===== src/rtl/sfi_pkg.sv =====
// Constants and types shared by the fault, low-power and interrupt SPI core
package sfi_pkg;
	// Module clock and serial clock timing
	localparam int CLK_PERIOD_NS = 8;
	localparam int SCK_HALF_NS = 64;
	localparam int HALF_CYC = (SCK_HALF_NS + CLK_PERIOD_NS - 1) / CLK_PERIOD_NS;
	localparam logic [3:0] HALF_LAST = 4'(HALF_CYC - 1);
	// Transfer shape: eight bits give sixteen clock edges
	localparam logic [4:0] LAST_EDGE = 5'h10;
	localparam logic [4:0] EDGE_ONE = 5'h01;
	localparam int MSB = 7;
	// Reset values and receive buffer full level
	localparam logic [7:0] DATA_RST = 8'h00;
	localparam logic [1:0] FIFO_FULL = 2'h2;
	localparam logic [1:0] FIFO_EMPTY = 2'h0;
	// Core sequencer states
	typedef enum logic [1:0] {
		SFI_IDLE = 2'b00,
		SFI_SHIFT = 2'b01
	} sfi_state_t;
endpackage : sfi_pkg


===== src/rtl/sfi_core.sv =====
// SPI core with mode fault, select output, single-wire, low-power and interrupt
`timescale 1ns/1ps
`default_nettype none
// Overview of operation
// RULE_01: Select output pin is low during each transfer, high while idle.
// RULE_02: Select output works only as master with output and fault enables set.
// RULE_03: Mode fault detection is off while select output is active.
// RULE_04: Single-wire uses MOSI as master, MISO as slave; other pin unused.
// RULE_05: Single-wire direction bit gates driving; shared pin always feeds input.
// RULE_06: SCK output as master, input as slave; select input as slave.
// RULE_07: Master with fault detect sets mode fault on low select input.
// RULE_08: No fault detect or slave mode: select ignored, fault flag clear.
// RULE_09: Fault clears master bit, floats pins, aborts transfer to idle.
// RULE_10: Fault in single-wire master clears the shared pin direction bit.
// RULE_11: Fault flag clears on status read then control one write.
// RULE_12: Received word pending at a mode fault is discarded.
// RULE_13: Port disabled: core idle, registers still writable and readable.
// RULE_14: Wait with wait-stop set freezes a master transfer until exit.
// RULE_15: Slave in wait keeps shifting, sending same word or received word.
// RULE_16: Slave low-power defers completion; flag only if mid-transfer at edge.
// RULE_17: Stop freezes master, slave stays synchronized, ignores wait-stop.
// RULE_18: Data register reads zero after reset.
// RULE_19: Interrupt is OR of three flags, only while port enabled.
// RULE_20: Fault interrupt stays while flag set, drops when cleared.
// RULE_21: Transfer complete sets on data register copy, holds until serviced.
// RULE_22: Transmit empty sets when data register can take data, holds.
// RULE_23: Transfer complete sets half an SCK period after last edge.
// RULE_24: Flags are synchronous to module clock; interrupt is registered.
module sfi_core
	import sfi_pkg::*;
(
	// Clock and reset
	input wire logic mclk,
	input wire logic nrst,
	// Control register one write
	input wire logic cr1_wr,
	input wire logic cr1_port_enable,
	input wire logic cr1_master_select,
	input wire logic cr1_select_output_enable,
	// Control register two write
	input wire logic cr2_wr,
	input wire logic cr2_fault_detect_enable,
	input wire logic cr2_single_wire_select,
	input wire logic cr2_single_wire_output_enable,
	input wire logic cr2_wait_stop_bit,
	// Data and status access
	input wire logic data_wr,
	input wire logic [7:0] data_wdata,
	input wire logic data_rd,
	input wire logic status_rd,
	// System power state
	input wire logic cpu_wait,
	input wire logic cpu_stop,
	// Register readback
	output logic [7:0] port_data_register,
	output logic mode_fault_flag,
	output logic transfer_complete_flag,
	output logic transmit_empty_flag,
	output logic master_select,
	output logic single_wire_output_enable,
	output logic irq,
	// Serial pins
	input wire logic sck_in,
	output logic sck_out,
	output logic sck_oe,
	input wire logic mosi_in,
	output logic mosi_out,
	output logic mosi_oe,
	input wire logic miso_in,
	output logic miso_out,
	output logic miso_oe,
	input wire logic ss_in,
	output logic ss_out,
	output logic ss_oe
);

	////////////////////////////////////////////////////////////////
	logic port_enable, select_output_enable, fault_detect_enable;
	logic single_wire_select, wait_stop_bit;
	logic [2:0] s1, s2;
	logic sck_s3;
	sfi_state_t state;
	logic [4:0] cnt;
	logic [3:0] hcnt, tcnt;
	logic sck, rx_bit, lp_q, lp_mid, held, pend;
	logic [7:0] shreg, tx_reg, pend_word, hold_word;
	logic mode_fault_flag_armed, tcf_armed, tef_armed;
	logic [7:0] mem [0:1];
	logic wptr, rptr;
	logic [1:0] fcnt;

	// Two-flop synchronisers for pins from the far side
	always_ff @(posedge mclk) begin
		s1 <= {sck_in, ss_in, mosi_in};
		s2 <= s1;
		sck_s3 <= s2[2];
	end
	logic miso_s1, miso_s2;
	always_ff @(posedge mclk) begin
		miso_s1 <= miso_in;
		miso_s2 <= miso_s1;
	end

	////////////////////////////////////////////////////////////////
	// Mode decode
	wire sck_s2 = s2[2];
	wire ss_s2 = s2[1];
	wire mosi_s2 = s2[0];
	wire lp = cpu_stop | (cpu_wait & wait_stop_bit);
	wire freeze = master_select & lp;
	wire s_lp = !master_select & lp;
	wire slave_on = port_enable & !master_select & !mode_fault_flag;
	// RULE_02 select output gating
	wire ssout_act = master_select & select_output_enable & fault_detect_enable;
	// RULE_03 off with select output, RULE_07 low select faults, RULE_08 master only
	wire fault_set = port_enable & master_select & fault_detect_enable & !select_output_enable & !ss_s2;
	// RULE_05 shared pin always feeds the shift register
	wire sw_in = master_select ? mosi_s2 : miso_s2;
	wire nw_in = master_select ? miso_s2 : mosi_s2;
	wire sdi = single_wire_select ? sw_in : nw_in;

	// Sequencer decode
	wire busy = (state == SFI_SHIFT);
	wire h_done = (hcnt == HALF_LAST);
	wire m_tick = master_select & busy & !freeze & h_done;
	wire s_rise = slave_on & busy & sck_s2 & !sck_s3;
	wire s_fall = slave_on & busy & !sck_s2 & sck_s3;
	wire do_sample = (m_tick & !sck) | s_rise;
	wire do_shift = (m_tick & sck) | s_fall;
	wire word_done = do_shift & (cnt == LAST_EDGE - EDGE_ONE);
	wire [7:0] next_shreg = {shreg[MSB-1:0], rx_bit};
	wire fifo_in_ready = (fcnt != FIFO_FULL);
	wire start_m = port_enable & master_select & !freeze & !transmit_empty_flag
		& fifo_in_ready & !pend & !busy & !fault_set;
	wire start_s = slave_on & !busy & !ss_s2;
	wire s_abort = busy & !master_select & ss_s2;
	wire lp_rise = lp & !lp_q;
	wire lp_fall = !lp & lp_q;
	wire mid = busy & (cnt != 5'h00);
	wire t_done = pend & (tcnt == HALF_LAST) & !freeze;
	wire push = t_done & fifo_in_ready;
	wire fifo_out_valid = (fcnt != FIFO_EMPTY);
	wire pop = fifo_out_valid & !transfer_complete_flag;

	////////////////////////////////////////////////////////////////
	// Control registers; the fault overrides a same-cycle write
	always_ff @(posedge mclk) begin
		if (!nrst) begin
			port_enable <= 1'b0;
			master_select <= 1'b0;
			select_output_enable <= 1'b0;
			fault_detect_enable <= 1'b0;
			single_wire_select <= 1'b0;
			single_wire_output_enable <= 1'b0;
			wait_stop_bit <= 1'b0;
		end else begin
			if (cr1_wr) begin
				port_enable <= cr1_port_enable;
				select_output_enable <= cr1_select_output_enable;
			end
			// RULE_09 fault drops master bit
			if (fault_set)
				master_select <= 1'b0;
			else if (cr1_wr)
				master_select <= cr1_master_select;
			if (cr2_wr) begin
				fault_detect_enable <= cr2_fault_detect_enable;
				single_wire_select <= cr2_single_wire_select;
				wait_stop_bit <= cr2_wait_stop_bit;
			end
			// RULE_10 shared pin direction cleared on fault
			if (fault_set & single_wire_select)
				single_wire_output_enable <= 1'b0;
			else if (cr2_wr)
				single_wire_output_enable <= cr2_single_wire_output_enable;
		end
	end

	////////////////////////////////////////////////////////////////
	// Sequencer: master clock generation and slave edge following
	always_ff @(posedge mclk) begin
		if (!nrst) begin
			state <= SFI_IDLE;
			cnt <= 5'h00;
			hcnt <= 4'h0;
			sck <= 1'b0;
			rx_bit <= 1'b0;
			shreg <= DATA_RST;
		// RULE_09 abort on fault, RULE_13 idle while disabled
		end else if (fault_set | !port_enable | s_abort) begin
			state <= SFI_IDLE;
			cnt <= 5'h00;
			hcnt <= 4'h0;
			sck <= 1'b0;
		end else if (start_m | start_s) begin
			state <= SFI_SHIFT;
			cnt <= 5'h00;
			hcnt <= 4'h0;
			shreg <= tx_reg;
		end else begin
			// RULE_14 master holds count while frozen, RULE_17 stop too
			if (master_select & busy & !freeze)
				hcnt <= h_done ? 4'h0 : hcnt + 4'h1;
			if (m_tick)
				sck <= !sck;
			if (do_sample)
				rx_bit <= sdi;
			if (do_shift)
				shreg <= next_shreg;
			if (do_sample | do_shift)
				cnt <= word_done ? 5'h00 : cnt + EDGE_ONE;
			// Slave stays in shift so an unbroken select resends the received word
			if (word_done & master_select)
				state <= SFI_IDLE;
		end
	end

	////////////////////////////////////////////////////////////////
	// Completion tail and slave low-power deferral
	always_ff @(posedge mclk) begin
		if (!nrst) begin
			lp_q <= 1'b0;
			lp_mid <= 1'b0;
			held <= 1'b0;
			hold_word <= DATA_RST;
		end else begin
			lp_q <= lp;
			// RULE_16 remember a transfer running at entry
			if (lp_rise & !master_select)
				lp_mid <= mid;
			else if (lp_fall)
				lp_mid <= 1'b0;
			// RULE_15 slave keeps shifting, last word held until exit
			if (word_done & s_lp) begin
				held <= 1'b1;
				hold_word <= next_shreg;
			end else if (lp_fall)
				held <= 1'b0;
		end
	end

	// Pending word waits half an SCK period before it is copied
	always_ff @(posedge mclk) begin
		if (!nrst) begin
			pend <= 1'b0;
			tcnt <= 4'h0;
			pend_word <= DATA_RST;
		// RULE_12 discard on fault, RULE_16 lost at slave low-power entry
		end else if (fault_set | !port_enable | (lp_rise & !master_select)) begin
			pend <= 1'b0;
		// RULE_23 half period tail after last edge
		end else if (word_done & !s_lp) begin
			pend <= 1'b1;
			tcnt <= 4'h0;
			pend_word <= next_shreg;
		// RULE_16 copy at exit only when mid-transfer at entry or exit
		end else if (lp_fall & held & !master_select & (lp_mid | mid)) begin
			pend <= 1'b1;
			tcnt <= 4'h0;
			pend_word <= hold_word;
		end else if (t_done) begin
			pend <= 1'b0;
		end else if (pend & !freeze) begin
			tcnt <= tcnt + 4'h1;
		end
	end

	////////////////////////////////////////////////////////////////
	// Two-entry receive buffer; a full buffer holds off the master
	always_ff @(posedge mclk) begin
		if (!nrst) begin
			wptr <= 1'b0;
			rptr <= 1'b0;
			fcnt <= FIFO_EMPTY;
		end else begin
			if (push) begin
				mem[wptr] <= pend_word;
				wptr <= !wptr;
			end
			if (pop)
				rptr <= !rptr;
			fcnt <= fcnt + {1'b0, push} - {1'b0, pop};
		end
	end

	////////////////////////////////////////////////////////////////
	// Data registers and flags; a set wins over a same-cycle clear
	always_ff @(posedge mclk) begin
		if (!nrst) begin
			// RULE_18 data register reads zero after reset
			port_data_register <= DATA_RST;
			tx_reg <= DATA_RST;
			mode_fault_flag <= 1'b0;
			transfer_complete_flag <= 1'b0;
			transmit_empty_flag <= 1'b1;
			mode_fault_flag_armed <= 1'b0;
			tcf_armed <= 1'b0;
			tef_armed <= 1'b0;
			irq <= 1'b0;
		end else begin
			if (data_wr)
				tx_reg <= data_wdata;
			// RULE_07 fault set, RULE_11 read-then-write clear
			if (fault_set)
				mode_fault_flag <= 1'b1;
			else if (mode_fault_flag_armed & cr1_wr)
				mode_fault_flag <= 1'b0;
			mode_fault_flag_armed <= (status_rd & mode_fault_flag) | (mode_fault_flag_armed & !cr1_wr);
			// RULE_21 complete flag set on data register copy
			if (pop) begin
				port_data_register <= mem[rptr];
				transfer_complete_flag <= 1'b1;
			end else if (tcf_armed & data_rd)
				transfer_complete_flag <= 1'b0;
			tcf_armed <= (status_rd & transfer_complete_flag) | (tcf_armed & !data_rd);
			// RULE_22 empty flag set once the word is taken for shifting
			if (start_m | start_s)
				transmit_empty_flag <= 1'b1;
			else if (tef_armed & data_wr)
				transmit_empty_flag <= 1'b0;
			tef_armed <= (status_rd & transmit_empty_flag) | (tef_armed & !data_wr);
			// RULE_19 RULE_20 RULE_24 registered OR of flags
			irq <= port_enable & (mode_fault_flag | transfer_complete_flag | transmit_empty_flag);
		end
	end

	////////////////////////////////////////////////////////////////
	// RULE_06 SCK direction by mode
	assign sck_oe = port_enable & master_select;
	assign sck_out = sck;
	// RULE_04 RULE_05 data pin selection and direction
	assign mosi_oe = port_enable & master_select & (!single_wire_select | single_wire_output_enable);
	// RULE_09 slave buffer off while the fault stands
	assign miso_oe = slave_on & !ss_s2 & (!single_wire_select | single_wire_output_enable);
	assign mosi_out = shreg[MSB];
	assign miso_out = shreg[MSB];
	// RULE_01 select output low while busy
	assign ss_oe = port_enable & ssout_act;
	assign ss_out = !busy;

	////////////////////////////////////////////////////////////////
	ssout_low_a: assert property (@(posedge mclk) disable iff (!nrst) // RULE_01
		ss_oe && busy |-> !ss_out) else $error("select output high during transfer");
	ssout_gate_a: assert property (@(posedge mclk) disable iff (!nrst) // RULE_02
		ss_oe |-> master_select && select_output_enable && fault_detect_enable)
		else $error("select output driven outside master");
	fault_set_a: assert property (@(posedge mclk) disable iff (!nrst) // RULE_07
		port_enable && master_select && fault_detect_enable && !select_output_enable && !ss_s2
		|=> mode_fault_flag && !master_select) else $error("mode fault not raised");
	fault_quiet_a: assert property (@(posedge mclk) disable iff (!nrst) // RULE_08
		!master_select && !mode_fault_flag |=> !mode_fault_flag)
		else $error("mode fault raised in slave");
	fault_abort_a: assert property (@(posedge mclk) disable iff (!nrst) // RULE_09
		$rose(mode_fault_flag) |-> state == SFI_IDLE && !sck_oe && !mosi_oe && !miso_oe)
		else $error("fault did not abort and float");
	bidir_pin_a: assert property (@(posedge mclk) disable iff (!nrst) // RULE_04
		single_wire_select && master_select |-> !miso_oe) else $error("unused pin driven");
	sck_dir_a: assert property (@(posedge mclk) disable iff (!nrst) // RULE_06
		!master_select |-> !sck_oe) else $error("slave drives SCK");
	freeze_hold_a: assert property (@(posedge mclk) disable iff (!nrst) // RULE_14
		freeze && busy && !fault_set && port_enable |=> $stable(cnt) && $stable(sck))
		else $error("frozen master moved");
	irq_off_a: assert property (@(posedge mclk) disable iff (!nrst) // RULE_19
		!port_enable |=> !irq) else $error("interrupt while disabled");
	tail_time_a: assert property (@(posedge mclk) disable iff (!nrst) // RULE_23
		t_done |-> $past(pend, 7)) else $error("completion before half period");
	mode_fault_flag_clear_a: assert property (@(posedge mclk) disable iff (!nrst) // RULE_11
		$fell(mode_fault_flag) |-> $past(cr1_wr) && $past(mode_fault_flag_armed))
		else $error("fault flag cleared without sequence");

endmodule : sfi_core
`default_nettype wire


===== config.mk =====
export PLATFORM = sky130hd
export DESIGN_NAME = sfi_core
export DESIGN_NICKNAME = d
export VERILOG_FILES = /design/src/rtl/sfi_pkg.sv /design/src/rtl/sfi_core.sv
export SDC_FILE = /design/constraint.sdc
export NUM_CORES = 1
export LEC_CHECK = 0
export BUFFER_PORTS_ARGS = -buffer_cell sky130_fd_sc_hd__buf_2
export CORE_MARGIN = 3
export CORE_UTILIZATION = 59
export DETAILED_ROUTE_END_ITERATION = 7
export PLACE_DENSITY = 0.81
export SYNTH_ARGS = -nofsm -noshare
export SYNTH_HDL_FRONTEND = slang
export SYNTH_SLANG_ARGS = --single-unit

===== constraint.sdc =====
create_clock -name mclk -period 6.1 [get_ports mclk]
set_input_delay 0.61 -clock mclk [delete_from_list [all_inputs] [get_ports mclk]]
set_output_delay 0.61 -clock mclk [all_outputs]
set_load 0.05 [all_outputs]

======== After elaboration in Yosys (flattened, before gate mapping) ========
Memories as Yosys holds them, arrays and structs flattened. A register that Yosys moved wholly into a read port is not among the register bits.
Cells that the tools add are included.
Widths: inputs -> output; s select.
word-level totals
  input port bits ......................... 28
  register bits after elaboration ......... 79
  bits in latches ......................... 0
  output and inout port bits .............. 22
  memories ................................ 1
  memory bits (writable) .................. 16
  logic and storage cells ................. 202
  ROM bits ................................ 0
memory list
  memory  words  width  rd ports  clocked after memory_dff  write ports  line            RTL
  mem     2      8      1         1                         1            sfi_core.sv:88  logic [7:0] mem [0:1];
cells by class
  multipliers ............................. 0
  shifts and indexed selects .............. 0
  magnitude comparators ................... 0
  divide/modulo/power cells ............... 0
  bitwise logic cells ..................... 81
  equal/unequal tests ..................... 5
  reduce and logical (&&, ||, !) cells .... 46
  add/subtract/negate cells ............... 5
  muxes and demuxes ....................... 28
operators with widths
  kind                 count
  $and 1x1->1          62
  $mux 8               4
  $logic_not 1->1      24
  $mux 4               5
  $mux 1               18
  $reduce_bool 2->1    8
  $or 1x1->1           15
  $reduce_or 2->1      5
  $add 4x1->4 const B  2
  $eq 4x3->1 const B   2
  $reduce_and 2->1     3
  $reduce_and 3->1     2
  $reduce_bool 3->1    2
  $add 5x1->5 const B  1
  $eq 5x4->1 const B   1
  $mux 5               1
  $reduce_bool 5->1    1
  $not 1->1            4
  $ne 3x1->1 const B   1
  $reduce_or 3->1      1
  $add 2x1->2          1
  $ne 2x2->1 const B   1
  $sub 2x1->2          1

======== Depth between registers and ports, before layout ========
  word-level depth ........................ 13
  depth in mapped cells ................... 11

======== Least setup slack after synthesis ========
OpenSTA, ideal clock, no wires.
  path type ............................... reg2out
  start ................................... reg master_select
  end ..................................... out miso_oe
  slack ................................... 3.491 ns
  buffers on the path ..................... 1
  data arrival time ....................... 1.999 ns
  data required time ...................... 5.490 ns
  stages on the path, launching flop included .. 4
  path through ............................ dfxtp_1 buf_6 or4b_2 nor2_1
on the way
  word-level cells in the longest chain between the ends .. 5
RTL lines
  element                    line             RTL
  start: declaration         sfi_core.sv:59   output logic master_select,
  start signal: assignment   sfi_core.sv:165  master_select <= cr1_master_select;
  $logic_not 1->1            sfi_core.sv:112  wire slave_on = port_enable & !master_select & !mode_fault_flag;
  $and 1x1->1 (2 in series)  sfi_core.sv:112
  $and 1x1->1 (2 in series)  sfi_core.sv:334  assign miso_oe = slave_on & !ss_s2 & (!single_wire_select | single_wire_output_enable);
  end: declaration           sfi_core.sv:71   output logic miso_oe,
Every way passes these cells.

======== Worst setup path after layout ========
Same ends and word-level chain as after synthesis.

==> impl_metrics.yaml <==
detailed_routing:
  detail_route.vias_per_cell: 5.56
  postRouteWirelength_microns: 7910
  drt_drc_violations_left: 0
  detail_route.wl_per_cell_microns: 14.2
  dr_total_vias: 3100
  drt_pass1_iterations: 4
  drtAntennaViolNets: 0
  drt_iter0_drc: 283
grt:
  antenna_violations_before_repair: 0
  first_global_vias: 2996
  gr-total-overflow: 0
  grt_max_degree: 49
  grt_pass1_wl_microns: 13600
  grt_util_all_layers: 0.202
timing:
  worst_hold_slack_ns: 0.334
  max_slew.worst_pin.slew_ns: 1.13
  setup_tns_ns: 0
  layout_min_cycle_time_ns: 2.50
  hold_viol_final: 0
  max-slew-margin-rel: 0.244
  grt_setup_unrepaired: "no"
  fin_crit_sh: 0.409
  max_slew_vio_count: 0
  worst_clock_skew_ns: 0.0118
  timing.fmax_mhz: 401
  finalSetupViolCount: 0
synthesis:
  syn_inst: 419
  syn_area_sq_um: 4160
  netlist-cell-type-count: 53
  synth-main-ff-cell: "dfxtp_1"
  synth.net_count: 454
  ys_seq_elements: 103
  avgSynthCellArea_sq_um: 9.94
  yosysTopAreaCell: "dfxtp_1"
  synth_enable_flop_cells: 16
  yosysWarningCount: 0
  postSynth.asyncResetShare: 0
  fraction_of_post_synthesis_cell_area_in_the_top_cell_type_by_area: 0.418
  sequential_cell_area_fraction_in_the_yosys_report: 0.534
  synth_area_leaders: "dfxtp_1 42%, edfxtp_1 12%, mux2i_1 8.2%"
setup_path:
  timing.critical_path.arrival_ns: 1.89
  r2r_slack_ns: 3.60
  ws_path_type: "register to output port"
  critical_path_fanouts_max: 12
  worst_setup_path_end_kind: "output port"
  worst_r2r_path_depth: 6
  worstSetupStartpointType: "register"
  crit_required_ns: 5.49
clocking:
  cts.sink_count: 103
  postCtsSetupRepairBufs: 0
  worst_skew_pair.late_latency_ns: 0.37
  cts-root-to-sink-buffers: 2
  ctsHoldBuffers: 0
  cts_tree: "built"
  tritoncts.num_buffers: 9
  clock_transition_at_the_registers_of_the_reported_paths_ns: 0.10
  clock_tree.htree_level_count: 3
  clk_root_buffer_cell: "clkbuf_8"
  postCtsResizedCells: 0
floorplanning:
  rows: 29
  core_sq_um: 6600
  floorplan.die_area_sq_um: 8100
  die_w_microns: 90.0
  die_height_microns: 90.0
  design.portCount: 50
  floorplan.initialDensity: 0.631
final_layout:
  leading_cell_type_in_the_layout_fill_and_taps_excluded: "dfxtp_1"
  fin_area_sq_um: 4610
  max_flop_register: "mem"
  largest_reg_flops: 16
  layout_common_cells: "87 x dfxtp_1, 64 x nor2_1, 49 x buf_2"
  antenna_cells: 0
  area_growth_syn_to_layout_pct: 10.8
  nets: 495
  drive_gt1_frac: 0.161
pwr:
  pwr-share-comb: 0.203
  internal_power_mw: 0.982
  power_switching_share: 0.331
  p_clk_frac: 0.270
  p_total_mw: 1.47
  net-switching-power_mw: 0.486
  power.density_nw_per_um2: 318
  sequentialPowerShare: 0.527
  leakage_power_figure_nw: 1.87
  ir_worst_vdd_mv: 0.229
place:
  placedInstanceArea_sq_um: 4430
  half_perimeter_wire_length_of_the_detailed_placement_result_microns: 5660
  gpl.final_weighted_congestion: 0.795
  portBuffers: 49
worst_hold_path:
  min_path_type: "register to register"
  hold_depth: 0
status:
  status: "complete, no violations"
job:
  maxCapViolations: 0
-- layout make-up --
cell class	instances	area, sq um
tap	93	116
fill	537	1990
sequential	103	2220
clock buffer	9	124
clock inverter	7	63.8
multi-input combinational	285	1790
timing repair buffer	51	260
inverter	10	37.5
-- cells in the mapped netlist, drive strengths merged, types with 3 or more instances --
library cell / number
a211oi: 13
a21oi: 15
a31oi: 11
and3: 7
buf: 9
clkbuf: 12
dfxtp: 87
edfxtp: 16
ha: 7
inv: 10
mux2i: 34
nand2: 38
nand2b: 6
nand3: 8
nand4: 3
nor2: 64
nor2b: 3
nor3: 6
o21ai: 14
o221ai: 7
o22ai: 7
or3: 4
xnor2: 5
xor2: 5
-- metal layers --
metal | global-route usage | wire (microns) | part of all wire
met4 | 0.0472 | 67 | 0.0085
met3 | 0.0609 | 421 | 0.053
met5 | 0 | 0 | 0
met1 | 0.251 | 3690 | 0.47
met2 | 0.345 | 3730 | 0.47
-- per-stage QoR --
step / instances / utilization / setup WS, ns
after floorplan: 419 / - / 3.49
final: 558 / 0.699 / 3.60
after global placement: 542 / 0.670 / 3.35
after detailed placement: 542 / 0.670 / 3.25
after global routing: 558 / 0.699 / 3.31
after CTS: 558 / 0.699 / 3.58
-- cells by family (layout without fill, tap and decap cells) --
family,count (synthesis),count (layout),share of synthesized area
XOR/XNOR,10,10,0.0210
buffers and inverters,31,77,0.0364
flip-flops,103,103,0.534
AO/OA/AOI/OAI,83,83,0.135
adder cells (fa/ha/maj),7,7,0.0210
AND/OR/NAND/NOR,151,151,0.171
multiplexers,34,34,0.0817
-- power by group through the flow --
stage / Combinational [mW] / Clock [mW] / Sequential (mW)
2_1_floorplan: 0.132 / 0 / 0.889
3_3_place_gp: 0.292 / 0 / 0.786
3_5_place_dp: 0.301 / 0 / 0.789
4_1_cts: 0.301 / 0.408 / 0.774
5_1_grt: 0.323 / 0.437 / 0.782
6_report: 0.298 / 0.397 / 0.774
-- worst paths after layout --
check                             startpoint                        end
setup / recovery  master_select$_SDFFE_PP0P_                    miso_oe
hold / removal                 s1[0]$_DFF_P_              s2[0]$_DFF_P_
setup reg to reg  master_select$_SDFFE_PP0P_  pend_word[0]$_SDFFE_PN0P_
hold reg to reg                s1[0]$_DFF_P_              s2[0]$_DFF_P_
-- worst max-delay path: stages, from the launching register on --
cell,delay [ns]
dfxtp_1,0.44
or4b_2,0.71
nor2_1,0.10
buf_2,0.26
No activity file was read; power rests on OpenSTA's default activity.
